===== config.mk =====
export PLATFORM = sky130hd
export DESIGN_NAME = ums_modem_ctrl
export DESIGN_NICKNAME = d
export VERILOG_FILES = /design/src/ums_pkg.sv /design/src/ums_link_if.sv /design/src/ums_delta.sv /design/src/ums_modem_ctrl.sv /design/src/ums_turn.sv
export VERILOG_INCLUDE_DIRS = /design/src
export SDC_FILE = /design/constraint.sdc
export NUM_CORES = 1
export LEC_CHECK = 0
export BUFFER_PORTS_ARGS = -buffer_cell sky130_fd_sc_hd__buf_2
export CORE_UTILIZATION = 49
export DETAILED_ROUTE_END_ITERATION = 12
export GPL_ROUTABILITY_DRIVEN = 0
export PLACE_DENSITY = 0.77
export SETUP_SLACK_MARGIN = 0.5
export SLEW_MARGIN = 20
export SYNTH_ARGS = -nofsm -noshare
export SYNTH_HDL_FRONTEND = slang
export SYNTH_HIERARCHICAL = 1
export SYNTH_SLANG_ARGS = --single-unit

===== constraint.sdc =====
create_clock -name clk_i -period 2 [get_ports clk_i]
set_input_delay 0.3 -clock clk_i [delete_from_list [all_inputs] [get_ports clk_i]]
set_output_delay 0.3 -clock clk_i [all_outputs]
set_load 0.1 [all_outputs]

===== src/ums_consts.svh =====
`ifndef UMS_CONSTS_SVH
`define UMS_CONSTS_SVH

// Register byte offsets on the bus
`define UMS_ADR_MSTAT   8'h00
`define UMS_ADR_SCRATCH 8'h04
`define UMS_ADR_FEAT    8'h08
`define UMS_ADR_MCTL    8'h0C
`define UMS_ADR_EFEAT   8'h10
`define UMS_ADR_IEN     8'h14
`define UMS_ADR_STAT    8'h18

// Reset values
`define UMS_SCRATCH_RST 8'hFF
`define UMS_BYTE_RST    8'h00
`define UMS_DLY_RST     4'h0

// Field positions
`define UMS_MCTL_DTR    0
`define UMS_MCTL_RTS    1
`define UMS_MCTL_SEL    2
`define UMS_MCTL_OUT3   3
`define UMS_MCTL_LOOP   4
`define UMS_EFEAT_ENH   4
`define UMS_EFEAT_ACTS  7
`define UMS_IEN_MODEM   3
`define UMS_FEAT_IRINV  4
`define UMS_FEAT_RS485  5
`define UMS_FEAT_TBL_HI 7
`define UMS_FEAT_TBL_LO 6
`define UMS_DLY_LO      4
`define UMS_TBL_D       2'h3

// Change flag that only reacts to the status falling (ring end)
`define UMS_FALL_ONLY   4'h4

`endif


===== src/ums_pkg.sv =====
`default_nettype none

package ums_pkg;

   typedef logic [7:0] ums_byte_t;
   typedef logic [3:0] ums_nib_t;

   typedef enum logic [1:0]
   {
      UMS_TURN_RX   = 2'b00,
      UMS_TURN_TX   = 2'b01,
      UMS_TURN_WAIT = 2'b10
   } ums_turn_state_t;

endpackage

`default_nettype wire


===== src/ums_link_if.sv =====
`default_nettype none

interface ums_link_if;
   import ums_pkg::*;

   ums_nib_t        st;
   logic            clr;
   ums_nib_t        dflags;
   logic            t_en;
   ums_nib_t        t_dly;
   logic            t_idle;
   logic            t_load;
   logic            t_tick;
   logic            t_drive;
   ums_turn_state_t t_state;

   modport dlt (input st, input clr, output dflags);
   modport trn (input t_en, input t_dly, input t_idle, input t_load, input t_tick,
                output t_drive, output t_state);
   modport ctl (output st, output clr, input dflags,
                output t_en, output t_dly, output t_idle, output t_load, output t_tick,
                input t_drive, input t_state);
endinterface

`default_nettype wire


===== src/ums_delta.sv =====
`include "ums_consts.svh"
`default_nettype none

module ums_delta
#(
   parameter int               N         = 4,
   parameter logic [N-1:0]     FALL_ONLY = `UMS_FALL_ONLY
)
(
   input  wire logic clk_i,
   input  wire logic rst_i,
   ums_link_if.dlt   lk
);
   import ums_pkg::*;

   if (N != 4)
   begin : g_chk
      $error("ums_delta serves exactly four modem lines");
   end

   typedef struct packed {
      logic [N-1:0] prev;
      logic [N-1:0] flags;
      logic         primed;
   } ums_dlt_st_t;

   ums_dlt_st_t  q_reg;
   ums_dlt_st_t  q_next;
   logic [N-1:0] ev;

   // Priming avoids a false change right after reset
   for (genvar i = 0; i < N; i++)
   begin : g_line
      assign ev[i] = q_reg.primed & (FALL_ONLY[i] ?
                     (q_reg.prev[i] & ~lk.st[i]) :
                     (q_reg.prev[i] ^ lk.st[i]));
   end

   always_comb
   begin
      q_next        = q_reg;
      q_next.prev   = lk.st;
      q_next.primed = 1'b1;
      // Set wins over a read clear in the same cycle
      q_next.flags  = (q_reg.flags & ~{N{lk.clr}}) | ev;
   end

   always_ff @(posedge clk_i)
   begin
      if (rst_i)
         q_reg <= '0;
      else
         q_reg <= q_next;
   end

   assign lk.dflags = q_reg.flags;

endmodule

`default_nettype wire


===== src/ums_modem_ctrl.sv =====
// Design decisions made here: the Wishbone slave port and the placing of the registers.
`include "ums_consts.svh"
`default_nettype none

module ums_modem_ctrl
(
   input  wire logic         clk_i,
   input  wire logic         rst_i,
   input  wire logic         wb_cyc_i,
   input  wire logic         wb_stb_i,
   input  wire logic         wb_we_i,
   input  wire logic [7:0]   wb_adr_i,
   input  wire logic [3:0]   wb_sel_i,
   input  wire logic [31:0]  wb_dat_i,
   output var  logic [31:0]  wb_dat_o,
   output var  logic         wb_ack_o,
   input  wire logic         cts_n_i,
   input  wire logic         dsr_n_i,
   input  wire logic         ri_n_i,
   input  wire logic         cd_n_i,
   input  wire logic         ir_rx_i,
   input  wire logic         tx_thr_empty_i,
   input  wire logic         tx_idle_i,
   input  wire logic         tx_load_i,
   input  wire logic         bit_tick_i,
   output var  logic         rts_n_o,
   output var  logic         dtr_n_o,
   output var  logic         tx_pause_o,
   output var  logic         tx_int_o,
   output var  logic         modem_int_o,
   output var  logic         ir_rx_o,
   output var  logic [5:0]   hyst_chars_o
);
   import ums_pkg::*;

   // ************************************************************
   // State
   // ************************************************************

   typedef struct packed {
      logic        ack;
      logic [31:0] rdat;
      ums_byte_t   scratch;
      ums_byte_t   feat;
      ums_byte_t   mctl;
      ums_byte_t   efeat;
      ums_byte_t   ien;
      ums_nib_t    dly;
      logic        rts_n;
      logic        dtr_n;
      logic        pause;
      logic        txint;
      logic        mint;
      logic        irrx;
      logic [5:0]  hyst;
   } ums_top_st_t;

   localparam ums_top_st_t RST_ST = '{
      ack:     1'b0,
      rdat:    32'h0000_0000,
      scratch: `UMS_SCRATCH_RST,
      feat:    `UMS_BYTE_RST,
      mctl:    `UMS_BYTE_RST,
      efeat:   `UMS_BYTE_RST,
      ien:     `UMS_BYTE_RST,
      dly:     `UMS_DLY_RST,
      rts_n:   1'b1,
      dtr_n:   1'b1,
      pause:   1'b0,
      txint:   1'b0,
      mint:    1'b0,
      irrx:    1'b0,
      hyst:    6'h00
   };

   // Hysteresis in characters, indexed by select code
   localparam logic [5:0] HYST_LUT [16] = '{
      6'h00, 6'h04, 6'h06, 6'h08,
      6'h08, 6'h10, 6'h18, 6'h20,
      6'h28, 6'h2C, 6'h30, 6'h34,
      6'h0C, 6'h14, 6'h1C, 6'h24
   };

   ums_top_st_t q_reg;
   ums_top_st_t q_next;
   ums_link_if  lk ();

   logic      req;
   logic      wr;
   logic      loop;
   ums_nib_t  st;
   ums_byte_t mstat;
   ums_byte_t stat;

   // ************************************************************
   // Submodules
   // ************************************************************

   ums_delta #(
      .N         (4),
      .FALL_ONLY (`UMS_FALL_ONLY)
   ) u_delta (
      .clk_i (clk_i),
      .rst_i (rst_i),
      .lk    (lk.dlt)
   );

   ums_turn #(
      .DLY_W (4)
   ) u_turn (
      .clk_i (clk_i),
      .rst_i (rst_i),
      .lk    (lk.trn)
   );

   // ************************************************************
   // Modem status
   // ************************************************************

   assign loop = q_reg.mctl[`UMS_MCTL_LOOP];

   always_comb
   begin
      if (loop)
      begin
         st[0] = q_reg.mctl[`UMS_MCTL_RTS];
         st[1] = q_reg.mctl[`UMS_MCTL_DTR];
         st[2] = q_reg.mctl[`UMS_MCTL_SEL];
         st[3] = q_reg.mctl[`UMS_MCTL_OUT3];
      end
      else
      begin
         st[0] = ~cts_n_i;
         st[1] = ~dsr_n_i;
         st[2] = ~ri_n_i;
         st[3] = ~cd_n_i;
      end
   end

   assign mstat = {st, lk.dflags};
   assign stat  = {1'b0, q_reg.pause, lk.t_state, q_reg.dly};

   // ************************************************************
   // Link to submodules
   // ************************************************************

   assign req       = wb_cyc_i & wb_stb_i & ~q_reg.ack;
   assign wr        = req & wb_we_i & wb_sel_i[0];
   assign lk.st     = st;
   assign lk.clr    = req & ~wb_we_i & (wb_adr_i == `UMS_ADR_MSTAT);
   assign lk.t_en   = q_reg.feat[`UMS_FEAT_RS485];
   assign lk.t_dly  = q_reg.dly;
   assign lk.t_idle = tx_idle_i;
   assign lk.t_load = tx_load_i;
   assign lk.t_tick = bit_tick_i;

   // ************************************************************
   // Next state
   // ************************************************************

   always_comb
   begin
      q_next     = q_reg;
      q_next.ack = req;

      // Read data; unmapped offsets answer zero
      if (req && !wb_we_i)
      begin
         if (wb_adr_i == `UMS_ADR_MSTAT)
            q_next.rdat = {24'h00_0000, mstat};
         else if (wb_adr_i == `UMS_ADR_SCRATCH)
            q_next.rdat = {24'h00_0000, q_reg.scratch};
         else if (wb_adr_i == `UMS_ADR_FEAT)
            q_next.rdat = {24'h00_0000, q_reg.feat};
         else if (wb_adr_i == `UMS_ADR_MCTL)
            q_next.rdat = {24'h00_0000, q_reg.mctl};
         else if (wb_adr_i == `UMS_ADR_EFEAT)
            q_next.rdat = {24'h00_0000, q_reg.efeat};
         else if (wb_adr_i == `UMS_ADR_IEN)
            q_next.rdat = {24'h00_0000, q_reg.ien};
         else if (wb_adr_i == `UMS_ADR_STAT)
            q_next.rdat = {24'h00_0000, stat};
         else
            q_next.rdat = 32'h0000_0000;
      end

      // Register writes
      if (wr)
      begin
         if (wb_adr_i == `UMS_ADR_MSTAT)
         begin
            // Legacy software cannot move the delay once enhanced mode is off
            if (q_reg.efeat[`UMS_EFEAT_ENH])
               q_next.dly = wb_dat_i[`UMS_DLY_LO +: 4];
         end
         else if (wb_adr_i == `UMS_ADR_SCRATCH)
            q_next.scratch = wb_dat_i[7:0];
         else if (wb_adr_i == `UMS_ADR_FEAT)
            q_next.feat = wb_dat_i[7:0];
         else if (wb_adr_i == `UMS_ADR_MCTL)
            q_next.mctl = wb_dat_i[7:0];
         else if (wb_adr_i == `UMS_ADR_EFEAT)
            q_next.efeat = wb_dat_i[7:0];
         else if (wb_adr_i == `UMS_ADR_IEN)
            q_next.ien = wb_dat_i[7:0];
      end

      // Modem interrupt, level while any flag stands
      q_next.mint = q_reg.ien[`UMS_IEN_MODEM] & (|lk.dflags);

      // Transmitter finishes its current character; it samples this between characters
      if (q_reg.mctl[`UMS_MCTL_SEL])
         q_next.pause = q_reg.efeat[`UMS_EFEAT_ACTS] & ~st[1];
      else
         q_next.pause = q_reg.efeat[`UMS_EFEAT_ACTS] & ~st[0];

      if (q_reg.feat[`UMS_FEAT_RS485])
         q_next.txint = tx_idle_i;
      else
         q_next.txint = tx_thr_empty_i;

      // Loopback keeps both modem outputs inactive
      if (loop)
      begin
         q_next.rts_n = 1'b1;
         q_next.dtr_n = 1'b1;
      end
      else
      begin
         if (q_reg.feat[`UMS_FEAT_RS485])
            q_next.rts_n = lk.t_drive;
         else
            q_next.rts_n = ~q_reg.mctl[`UMS_MCTL_RTS];
         q_next.dtr_n = ~q_reg.mctl[`UMS_MCTL_DTR];
      end

      q_next.irrx = ir_rx_i ^ q_reg.feat[`UMS_FEAT_IRINV];

      if (q_reg.feat[`UMS_FEAT_TBL_HI:`UMS_FEAT_TBL_LO] == `UMS_TBL_D)
         q_next.hyst = HYST_LUT[q_reg.feat[3:0]];
      else
         q_next.hyst = 6'h00;
   end

   // ************************************************************
   // Registers
   // ************************************************************

   always_ff @(posedge clk_i)
   begin
      if (rst_i)
         q_reg <= RST_ST;
      else
         q_reg <= q_next;
   end

   // ************************************************************
   // Outputs
   // ************************************************************

   assign wb_dat_o     = q_reg.rdat;
   assign wb_ack_o     = q_reg.ack;
   assign rts_n_o      = q_reg.rts_n;
   assign dtr_n_o      = q_reg.dtr_n;
   assign tx_pause_o   = q_reg.pause;
   assign tx_int_o     = q_reg.txint;
   assign modem_int_o  = q_reg.mint;
   assign ir_rx_o      = q_reg.irrx;
   assign hyst_chars_o = q_reg.hyst;

endmodule

`default_nettype wire


===== src/ums_turn.sv =====
`include "ums_consts.svh"
`default_nettype none

module ums_turn
#(
   parameter int DLY_W = 4
)
(
   input  wire logic clk_i,
   input  wire logic rst_i,
   ums_link_if.trn   lk
);
   import ums_pkg::*;

   if (DLY_W != 4)
   begin : g_chk
      $error("ums_turn delay field is four bits");
   end

   typedef struct packed {
      ums_turn_state_t  state;
      logic [DLY_W-1:0] cnt;
      logic             idle_prev;
   } ums_trn_st_t;

   ums_trn_st_t q_reg;
   ums_trn_st_t q_next;

   always_comb
   begin
      q_next           = q_reg;
      q_next.idle_prev = lk.t_idle;
      if (!lk.t_en)
      begin
         q_next.state = UMS_TURN_RX;
         q_next.cnt   = '0;
      end
      else if (lk.t_load)
      begin
         q_next.state = UMS_TURN_TX;
      end
      else
      begin
         case (q_reg.state)
            UMS_TURN_TX:
            begin
               // Rising idle only: a stale idle level right after a load is ignored
               if (lk.t_idle && !q_reg.idle_prev)
               begin
                  if (lk.t_dly == '0)
                     q_next.state = UMS_TURN_RX;
                  else
                  begin
                     q_next.state = UMS_TURN_WAIT;
                     q_next.cnt   = lk.t_dly;
                  end
               end
            end
            UMS_TURN_WAIT:
            begin
               if (lk.t_tick)
               begin
                  if (q_reg.cnt == DLY_W'(1))
                     q_next.state = UMS_TURN_RX;
                  q_next.cnt = q_reg.cnt - DLY_W'(1);
               end
            end
            default:
            begin
               q_next.state = UMS_TURN_RX;
            end
         endcase
      end
   end

   always_ff @(posedge clk_i)
   begin
      if (rst_i)
         q_reg <= '{state: UMS_TURN_RX, cnt: '0, idle_prev: 1'b1};
      else
         q_reg <= q_next;
   end

   assign lk.t_drive = (q_reg.state != UMS_TURN_RX);
   assign lk.t_state = q_reg.state;

endmodule

`default_nettype wire

* Word-level counts from Yosys, hierarchy flattened
Memories as Yosys holds them, arrays and structs flattened. A register that Yosys moved wholly into a read port is not among the register bits. Index checks and enable logic that the tools add are counted.
Word-level totals: bits in registers 99, memory bits (read-only) 96, bits of input ports 58, memories 1
Memory list:
- (no name shown) | words 16, width 6, rd ports 1, clocked after memory_dff 1, wr ports 0, line ums_modem_ctrl.sv:240 | q_next.hyst = HYST_LUT[q_reg.feat[3:0]];
Cells by class: $add $sub $neg 1, equal/unequal tests 17, multiplexer cells 20, bitwise logic cells 41, reduce and logical (&&, ||, !) cells 22
Operators by type and width (count):
- 8-bit 2-to-1 mux | 6
- 8-bit by 5-bit == test with 1-bit output (second input constant) | 3
- 1-bit NOT | 19
- 8-bit by 4-bit == test with 1-bit output (second input constant) | 2
- 1-bit AND | 14
- 6-bit 2-to-1 mux | 2
- 3-bit AND reduction | 4
- 5-bit AND reduction | 2
- 8-bit by 3-bit == test with 1-bit output (second input constant) | 1
- 8-bit zero test | 1
- 4-bit 2-to-1 mux | 2
- 4-bit one-hot mux with 2 select lines | 1
- 7-bit 2-to-1 mux | 1
- 7-bit AND reduction | 1
- 3-bit by 2-bit != test with 1-bit output (second input constant) | 2
- 6-bit AND reduction | 1
- 2-bit OR reduction | 3
- 1-bit 2-to-1 mux | 5
- 4-bit NOT with 5-bit output | 1
- 4-bit AND | 1
- 2-bit == test (second input constant) | 2
- 4-bit by 1-bit == test with 1-bit output (second input constant) | 1
- 4-bit zero test | 1
- 2-bit 2-to-1 mux | 2
- 15 further kinds | 23

* Depth between registers and ports, before layout
Gate-level depths: netlist (run 1).
depth after elaboration 8, depth in mapped cells 7

* Hierarchy
Netlist (run 1), hierarchy kept.
Modules (own cells, without submodules):
- ums_modem_ctrl | times used 1, cells each 376, area each 3314.4 um2, sequential area each 1281.2 um2
- ums_turn | times used 1, cells each 63, area each 563.0 um2, sequential area each 140.1 um2
- ums_delta | times used 1, cells each 32, area each 356.6 um2, sequential area each 180.2 um2

* Worst setup path before layout (run 1)
Ideal clock, no wire load.
kind reg-to-reg, start register q_reg (netlist bit wb_ack_o), end register q_reg[48] (netlist bit), library setup time 0.120 ns, arrival 2.057 ns, required time 1.880 ns, setup slack -0.177 ns, stages on the path, launching flop included 6, clock period less this slack 2.177 ns, cell sequence dfxtp_1 -> nor3_1 -> and4_1 -> buf_4 -> buf_8 -> a211o_1
Between the ends: word-level cells in the longest chain between the ends 5
RTL lines:
- start, declared | line ums_modem_ctrl.sv:84 | ums_top_st_t q_reg;
- start signal, assigned | line ums_modem_ctrl.sv:254 | q_reg <= q_next;
- 1-bit NOT | line ums_modem_ctrl.sv:147 | assign req = wb_cyc_i & wb_stb_i & ~q_reg.ack;
- 1-bit AND | line ums_modem_ctrl.sv:147
- 1-bit AND (2 in a row) | line ums_modem_ctrl.sv:148 | assign wr = req & wb_we_i & wb_sel_i[0];
- 3-bit AND reduction (no source line)
No other way between the ends. A chain may end at the register's enable or synchronous reset.

* Final worst setup path (run 1)
start register u_turn.q_reg (netlist bit u_turn/lk.t_state[0]), end register u_turn/q_reg[1] (netlist bit)
Between the ends: word-level cells in the longest chain between the ends 3, elaborated cells between the ends (all ways) 8, classes of those cells eq/ne: 5; mux: 1; reduce/logical: 2
RTL lines:
- start, declared | line ums_turn.sv:26 | ums_trn_st_t q_reg;
- start signal, assigned | line ums_turn.sv:79 | q_reg <= '{state: UMS_TURN_RX, cnt: '0, idle_prev: 1'b1};
- start signal, assigned | line ums_turn.sv:81 | q_reg <= q_next;
- 2-bit by 1-bit == test with 1-bit output or 2-bit == test (tied branches) | line ums_turn.sv:44 | case (q_reg.state)
- 2-bit by 1-bit != test with 1-bit output (no source line) (tied with other cells)
- 5-bit AND reduction (no source line)
Parallel ways exist; a longest one is shown, timed or not.

==> results of run 1 <==
==> cell usage in the layout, fill, tap and decap left out, types with 7 or more instances in the layout <==
master | Yosys | routed
a211o_1 | 8 | 8
a21oi_1 | 15 | 15
buf_2 | 1 | 49
buf_4 | 45 | 25
buf_6 | 1 | 7
clkbuf_8 | 0 | 9
conb_1 | 1 | 25
dfxtp_1 | 80 | 71
inv_1 | 23 | 20
mux2i_1 | 51 | 50
nand2_1 | 17 | 17
nand2b_1 | 11 | 11
nor2_1 | 57 | 56
nor2b_1 | 17 | 13
nor3_1 | 9 | 8
o211ai_1 | 11 | 11
o21ai_0 | 17 | 16
==> path summary, 6_finish.rpt <==
check        cells past startpoint                         startpoint                           end
max                              6  u_turn/lk.t_state[0]$_SDFFE_PP0P_  u_turn/q_reg[1]$_SDFFE_PP0P_
min                              2                          tx_idle_i    u_turn/q_reg[0]$_SDFF_PP1_
max reg2reg                      6  u_turn/lk.t_state[0]$_SDFFE_PP0P_  u_turn/q_reg[1]$_SDFFE_PP0P_
min reg2reg                      1                wb_ack_o$_SDFF_PP0_           wb_ack_o$_SDFF_PP0_
==> power groups by stage <==
stage / registers, mW / clock network [mW] / logic, mW
floorplan: 1.67 / 0 / 0.381
global placement: 1.66 / 0 / 0.442
detailed placement: 1.66 / 0 / 0.446
CTS: 1.62 / 1.28 / 0.453
global route: 1.62 / 1.35 / 0.493
finish: 1.62 / 1.28 / 0.469
==> repair_timing <==
| item | in CTS | in global routing |
|---|---|---|
| resized for setup | 13 | 36 |
| pin swaps | 7 | 30 |
| setup endpoints to repair | 25 | 47 |
| endpoints found under the hold margin | 0 | 0 |
| buffers inserted | 8 | 7 |
==> logic make-up after synthesis <==
logic type,Yosys count,share of synthesized area (%)
adders and majority gates,8,2.36
and+or+nand+nor,152,20.3
muxes,51,12.1
buffers and inverters,92,12.6
xor gates and xnor gates,4,0.827
other,1,0.0886
AOI/OAI and AO/OA,83,13.9
DFF,80,37.8
==> routing by layer <==
| layer | track usage, % | up-vias |
|---|---|---|
| li1 | - | 1675 |
| met1 | 32.6 | 1674 |
| met2 | 37.5 | 197 |
| met3 | 4.35 | 47 |
| met4 | 13.4 | 0 |
| met5 | 0 | - |
==> stage by stage <==
| step | util, % | cells | cell area, sq um |
|---|---|---|---|
| 2_1_floorplan | - | 495 | 4380 |
| 3_3_place_gp | 53.6 | 600 | 4450 |
| 3_5_place_dp | 53.6 | 600 | 4450 |
| 4_1_cts | 57.3 | 623 | 4760 |
| 5_1_grt | 60.1 | 630 | 4990 |
| 6_report | 60.1 | 630 | 4990 |
==> critical path, delay by kind of cell, from the launching register on <==
kind                     cells  cell delay [ns]
adder cells (fa/ha/maj)      1             0.18
AO/OA/AOI/OAI                2             0.42
AND/OR/NAND/NOR              2             0.45
flip-flops                   1             0.36
buffers and inverters        1             0.06
==> layout make-up <==
class | count | area [sq um] | area share, %
clock inverter | 5 | 61.3 | 1.23
sequential | 80 | 1630 | 32.6
clock buffer | 10 | 149 | 2.98
inverter | 23 | 86.3 | 1.73
multi-input combinational | 323 | 2370 | 47.5
tap | 105 | 131 | 2.63
timing repair buffer | 84 | 567 | 11.4
==> results_dict.tcl, run 1 <==
set metrics [dict create \
    antenna_found_initial 0 \
    worstHoldPathType "primary input to flip-flop" \
    relSlewSlack_pct 63.5 \
    path_clk_slew_ns 0.08 \
    drive_gt1_share_pct 29.1 \
    fillers 695 \
    antenna_left 0 \
    drt-initial-drc-count 321 \
    status "complete, no violations" \
    synth_cell_types 60 \
    grt_overflow_total 0 \
    cts-buffers-inserted 9 \
    slowest_delay_ns 0.36 \
    wl_per_cell_um 16.8 \
    p_int_mw 2.35 \
    worst_setup_path_end_kind "flip-flop" \
    yosys.cell_count.top_type "dfxtp_1" \
    finalClockSkew_ns 0.0103 \
    drt_wl_total_mm 10.6 \
    vias 3593 \
    avgSynthCellArea_sq_um 8.99 \
    critPathLaunchType "flip-flop" \
    place_ws_ns 0.0341 \
    power.total_mw 3.36 \
    cts.sinks 80 \
    htreeDepth 3 \
    cts_tree "yes" \
    final.period_utilization_pct 79.3 \
    ys_ff_latch 80 \
    clk_latency_ns 0.36 \
    cp.arrival_ns 1.84 \
    drc 0 \
    grt_pass1_vias 3225 \
    ctsRootBufferMaster "clkbuf_8" \
    num_rows 33 \
    fin_nets 587 \
    timing.setup.critical_path_class "flip-flop to flip-flop" \
    drv_slew 0 \
    drv_cap 0 \
    fin_setup_tns_ns 0 \
    fp.dieW_um 95.0 \
    rsz0062_at_grt "true" \
    cp_slowest_cell "dfxtp_4" \
    ir_drop_mv 0.297 \
    syn-cell-area_sq_mm 0.00423 \
    dpl.hpwl_mm 7.09 \
    synth_edf_count 0 \
    cp.required_ns 2.25 \
    synth_top_area_share_pct 37.8 \
    via_per_inst 5.70 \
    min_period_ns 1.59 \
    p_sw_share_pct 30.2 \
    port_buffers 50 \
    yosysTopAreaCell "dfxtp_1" \
    synth_common_cells "80 x dfxtp_1, 57 x nor2_1, 51 x mux2i_1" \
    powerDensity_mw_per_mm2 674 \
    worst_slack_ns 0.415 \
    seq_area_frac_synth_pct 37.8 \
    chipHeight_um 95.0 \
    top_layer "met4" \
    initial_core_util_pct 51.0 \
    p_switching_mw 1.02 \
    grt_use_total_pct 24.5 \
    grt_max_degree 33 \
    cp_max_fo 5 \
    worstMarginPinSlew_ns 0.548 \
    sequentialPowerShare_pct 48.1 \
    area_delta_synth_final_pct 17.8 \
    io_pins 103 \
    wl_met1_mm 4.41 \
    hold_viol 0 \
    wl_met3_um 849 \
    power_leakage_nw 2.19 \
    path_cells "inv_2, ha_4, nor2b_2, a21o_1, or2_4, o221a_1" \
    synthArstFlopShare_pct 0 \
    core_area_sq_mm 0.00830 \
    grt_pass1_wl_mm 16.5 \
    firstDrtPassIters 5 \
    dieArea_sq_mm 0.00902 \
    synthCells 471 \
    clock.fmax_mhz 631 \
    comb_power_share_pct 14.0 \
    ff2ff_setup_slack_ns 0.41 \
    hold-worst-slack_ns 0.174 \
    synth_ff_type "dfxtp_1" \
    n_antenna_cell 0 \
    cts_hold_buf 0 \
    p_clk_share_pct 37.9 \
    setup_viol 0 \
    synth_top_cells_by_area "dfxtp_1 38%, mux2i_1 12%, buf_4 8.0%" \
    largest_register_ffs 38 \
    clock_path_buffers 2 \
    met2_length_mm 4.93 \
    synth_warnings 6 \
]
(Power assumes the default switching activity.)
==> inputs of run 2 (changes only) <==
clock period = 1.34 ns   (was 2 ns; I/O delays follow)
==> run 2 against run 1 <==
Against the previous run:
- the run now ends with negative setup slack left
- clock skew up 0.014 ns
- final cell count rose by 8.6%
- power up 59%
- combinational power up 76%
- clock-buffer cell count is 1 lower
- via count grew 10%
- critical path depth is the same
- routed wire length increased by 24%
- flip-flop and latch count stayed put
- highest routed layer unchanged
==> results_dict.tcl, run 2 (synthesized netlist as in run 1, its figures left out) <==
set metrics [dict create \
    clk_latency_ns 0.38 \
    wl_met3_um 954 \
    drt-initial-drc-count 345 \
    antenna_found_initial 0 \
    worst_slack_ns -0.261 \
    fp.dieW_um 95.0 \
    firstDrtPassIters 7 \
    dieArea_sq_mm 0.00902 \
    clock_path_buffers 2 \
    drv_slew 0 \
    timing.setup.critical_path_class "flip-flop to flip-flop" \
    drive_gt1_share_pct 44.9 \
    final.period_utilization_pct 119 \
    cts-buffers-inserted 9 \
    final_cell_area_sq_mm 0.00606 \
    cp_max_fo 2 \
    hold-worst-slack_ns 0.0625 \
    ctsRootBufferMaster "clkbuf_8" \
    relSlewSlack_pct 65.9 \
    critPathLaunchType "flip-flop" \
    crit_path_start "u_turn/q_reg[2]$_SDFFE_PP0P_" \
    place_ws_ns -0.433 \
    power_leakage_nw 2.60 \
    vias 3958 \
    rsz0062_at_grt "true" \
    met2_length_mm 6.56 \
    drc 0 \
    post-place-cells 639 \
    ir_drop_mv 0.657 \
    worstMarginPinSlew_ns 0.511 \
    finalClockSkew_ns 0.0241 \
    wl_per_cell_um 19.2 \
    min_from "tx_idle_i" \
    htreeDepth 3 \
    n_antenna_cell 0 \
    port_buffers 50 \
    placed_area_sq_mm 0.00493 \
    largest_register_ffs 38 \
    status "finished, violations left" \
    grt_overflow_total 0 \
    path_clk_slew_ns 0.09 \
    drv_cap 0 \
    num_rows 33 \
    cts_hold_buf 0 \
    cts_tree "yes" \
    worstHoldPathType "primary input to flip-flop" \
    most-common-layout-cells "56 x buf_4, 53 x nor2_1, 45 x mux2i_1, 44 x dfxtp_1, 30 x buf_2" \
    setup_viol 63 \
    power.total_mw 5.35 \
    core_area_sq_mm 0.00830 \
    post_layout_nonfiller_instances 684 \
    fin_nets 640 \
    cts.sinks 80 \
    grt_use_total_pct 27.1 \
    chipHeight_um 95.0 \
    hold_viol 0 \
    fin_util_pct 73.0 \
    violations "negative setup slack" \
    io_pins 103 \
    fillers 531 \
    area_delta_synth_final_pct 43.1 \
    cp.arrival_ns 1.86 \
    clock.fmax_mhz 625 \
    antenna_left 0 \
    grt_pass1_wl_mm 18.1 \
    dpl.hpwl_mm 7.93 \
    via_per_inst 5.79 \
    top_layer "met4" \
    final_common_cell "buf_4" \
    initial_core_util_pct 51.0 \
    drt_wl_total_mm 13.1 \
    worst_setup_path_end_kind "flip-flop" \
    powerDensity_mw_per_mm2 883 \
    grt_pass1_vias 3698 \
    min_period_ns 1.60 \
    reg2reg_from "u_turn/q_reg[2]$_SDFFE_PP0P_" \
    fin_setup_tns_ns -8.22 \
    wl_met1_mm 5.12 \
    cp.required_ns 1.60 \
    grt_max_degree 30 \
]
[run 2: path summary, 6_finish.rpt]
kind                            slack [ns]  cells past startpoint                                 to
worst min register to register        0.48                      1                 dtr_n_o$_SDFF_PP1_
worst max-delay path                 -0.26                      6  u_turn/lk.t_state[1]$_SDFFE_PP0P_
worst max register to register       -0.26                      6  u_turn/lk.t_state[1]$_SDFFE_PP0P_
worst min-delay path                  0.06                      2         u_turn/q_reg[0]$_SDFF_PP1_
[run 2: critical path, cell delays in order, from the launching register on]
cell,delay [ns]
dfxtp_2,0.33
inv_2,0.06
ha_4,0.11
or3b_4,0.40
a221oi_4,0.30
mux2i_1,0.24
nor3_2,0.05
[run 2: power breakdown]
group | total [mW] | internal [mW] | switching, mW
sequential | 2.41 | 2.39 | 0.0287
clock | 2.11 | 1.09 | 1.02
combinational | 0.825 | 0.215 | 0.609
[run 2: repair_timing]
item | in CTS | in global routing
buffers inserted | 17 | 12
setup endpoints to repair | 94 | 96
pin swaps | 31 | 31
resized for setup | 133 | 50
[run 2: area by class of cell]
cell class	count	area (sq um)	area share, %
flip-flops and latches	80	1670	27.5
repair buffers	137	1380	22.8
clock buffers	9	124	2.04
well taps	105	131	2.17
inverters	23	93.8	1.55
multi-input cells	323	2550	42.2
clock inverters	7	106	1.76
[run 2: routing by layer]
metal  GRT usage (%)  up-vias
met2            45.7      240
met5               0        -
met1            31.6     1889
met4            15.0        0
li1                -     1773
met3            6.36       56
==> inputs of run 3 (changes only) <==
CORE_UTILIZATION = 37   (was 49)
PLACE_DENSITY = 0.61   (was 0.77)
==> run 3 against run 2 <==
Against the previous run:
- the run still ends with negative setup slack left
- first-iteration DRC count decreased by 50%
- die area grew 32%
- clock skew is 0.018 ns lower
- routed wire length fell by 13%
- flip-flop and latch count stayed put
- sequential power about the same
- hold slack improved by 0.024 ns
- critical path type unchanged
==> results_dict.tcl, run 3 (synthesized netlist as in run 1, its figures left out) <==
set metrics [dict create \
    met2_length_mm 5.47 \
    slowest_delay_ns 0.39 \
    initial_core_util_pct 38.6 \
    power.total_mw 5.56 \
    drt_wl_total_mm 11.4 \
    clk_latency_ns 0.33 \
    clock.fmax_mhz 634 \
    core_area_sq_mm 0.0110 \
    drt-initial-drc-count 171 \
    crit_buf_inv 1 \
    antenna_found_initial 0 \
    min_period_ns 1.58 \
    powerDensity_mw_per_mm2 931 \
    cts_hold_buf 0 \
    timing.setup.critical_path_class "flip-flop to flip-flop" \
    sequentialPowerShare_pct 43.4 \
    drc 0 \
    worst_setup_path_end_kind "flip-flop" \
    drv_cap 0 \
    drive_gt1_share_pct 41.7 \
    place_ws_ns -0.479 \
    io_pins 103 \
    p_clk_share_pct 42.9 \
    clock_path_buffers 2 \
    fin_nets 629 \
    cts_tree "yes" \
    final.period_utilization_pct 118 \
    fillers 990 \
    largest_register_ffs 38 \
    status "finished, violations left" \
    setup_viol 52 \
    ir_drop_mv 0.516 \
    cp.arrival_ns 1.80 \
    cp.required_ns 1.56 \
    fp.dieW_um 109 \
    htreeDepth 3 \
    cp_max_fo 2 \
    cp_slowest_cell "or3b_4" \
    dieArea_sq_mm 0.0119 \
    hold_viol 0 \
    vias 3552 \
    top_layer "met4" \
    drv_slew 0 \
    grt_use_total_pct 20.5 \
    ctsRootBufferMaster "clkbuf_16" \
    worst_slack_ns -0.238 \
    dpl.hpwl_mm 7.83 \
    grt_max_degree 42 \
    critPathLaunchType "flip-flop" \
    power_leakage_nw 2.55 \
    cts.sinks 80 \
    num_rows 38 \
    via_per_inst 5.02 \
    worstHoldPathType "primary input to flip-flop" \
    p_switching_mw 1.52 \
    area_delta_synth_final_pct 41.0 \
    path_clk_slew_ns 0.06 \
    most-common-layout-cells "51 x nor2_1, 51 x buf_4, 46 x mux2i_1, 45 x dfxtp_1, 29 x buf_2" \
    chipHeight_um 109 \
    port_buffers 50 \
    grt_overflow_total 0 \
    p_int_mw 4.04 \
    wl_met1_mm 4.95 \
    finalClockSkew_ns 0.00596 \
    comb_power_share_pct 13.7 \
    crit_family "simple AND/OR/NAND/NOR gates" \
    grt_pass1_wl_mm 18.4 \
    grt_pass1_vias 3569 \
    firstDrtPassIters 4 \
    path_cells "inv_2, ha_4, or3b_4, a221oi_2, mux2i_1, nor3_2" \
    wl_met3_um 788 \
    rsz0062_at_grt "true" \
    wl_per_cell_um 16.0 \
    n_antenna_cell 0 \
    p_sw_share_pct 27.4 \
    cts-buffers-inserted 9 \
    violations "negative setup slack" \
    antenna_left 0 \
]
[run 3: cell types whose count changed in the layout (fill, tap and decap cells not counted), sizes merged]
cell	before	now
buf	137	126
clkbuf	9	14
inv	28	23
bufinv	2	0
clkinv	0	1
clkinvlp	0	1
[run 3: power by group through the flow]
stage / clock network (mW) / logic, mW / registers, mW
2_1_floorplan: 0 / 0.584 / 2.49
3_3_place_gp: 0 / 0.706 / 2.47
3_5_place_dp: 0 / 0.709 / 2.47
4_1_cts: 2.42 / 0.750 / 2.42
5_1_grt: 2.53 / 0.803 / 2.41
6_report: 2.38 / 0.764 / 2.41
[run 3: final timing paths]
| kind | start | endpoint | slack [ns] | depth (start not counted) |
|---|---|---|---|---|
| max | u_turn/q_reg[2]$_SDFFE_PP0P_ | u_turn/lk.t_state[1]$_SDFFE_PP0P_ | -0.24 | 6 |
| min reg2reg | q_reg[32]$_SDFFE_PP0P_ | dtr_n_o$_SDFF_PP1_ | 0.44 | 1 |
| min | tx_idle_i | u_turn/q_reg[0]$_SDFF_PP1_ | 0.09 | 2 |
| max reg2reg | u_turn/q_reg[2]$_SDFFE_PP0P_ | u_turn/lk.t_state[1]$_SDFFE_PP0P_ | -0.24 | 6 |
[run 3: metrics by stage]
stage	area [sq um]	utilization (%)	hold slack [ns]	std cells	TNS, ns
3_3_place_gp	4890	44.5	0.418	668	-16.27
4_1_cts	5820	53.0	0.0752	699	-4.76
5_1_grt	5970	54.4	0.0922	708	-8.75
3_5_place_dp	4890	44.5	0.423	668	-17.25
6_report	5970	54.4	0.0866	708	-5.47
2_1_floorplan	4530	-	0.261	495	-13.87
[run 3: worst reg2reg max path, delay by kind of cell, from the launching register on]
| kind | cells | cell delay (ns) |
|---|---|---|
| DFF | 1 | 0.32 |
| and+or+nand+nor | 2 | 0.44 |
| buffers and inverters | 1 | 0.06 |
| AOI/OAI and AO/OA | 1 | 0.28 |
| adders and majority gates | 1 | 0.12 |
| muxes | 1 | 0.25 |
[run 3: what timing repair did]
action | CTS | global route
endpoints found under the setup margin | 93 | 95
gates resized for setup | 144 | 26
pin swaps | 26 | 22
buffers inserted | 14 | 9
cloned | 1 | 0
[run 3: layer usage]
layer  track usage, %  up-vias
met1             26.2     1668
met3             4.90       15
met5                0        -
met2             33.4      114
li1                 -     1755
met4             7.14        0
[run 3: final cells by class]
cell class | count | area, sq um | area share [%]
Inverter | 23 | 91.3 | 1.53
Timing Repair Buffer | 126 | 1280 | 21.4
Tap cell | 140 | 175 | 2.93
Sequential cell | 80 | 1670 | 27.9
Clock buffer | 14 | 284 | 4.76
Multi-Input combinational cell | 323 | 2470 | 41.3
Clock inverter | 2 | 12.5 | 0.210
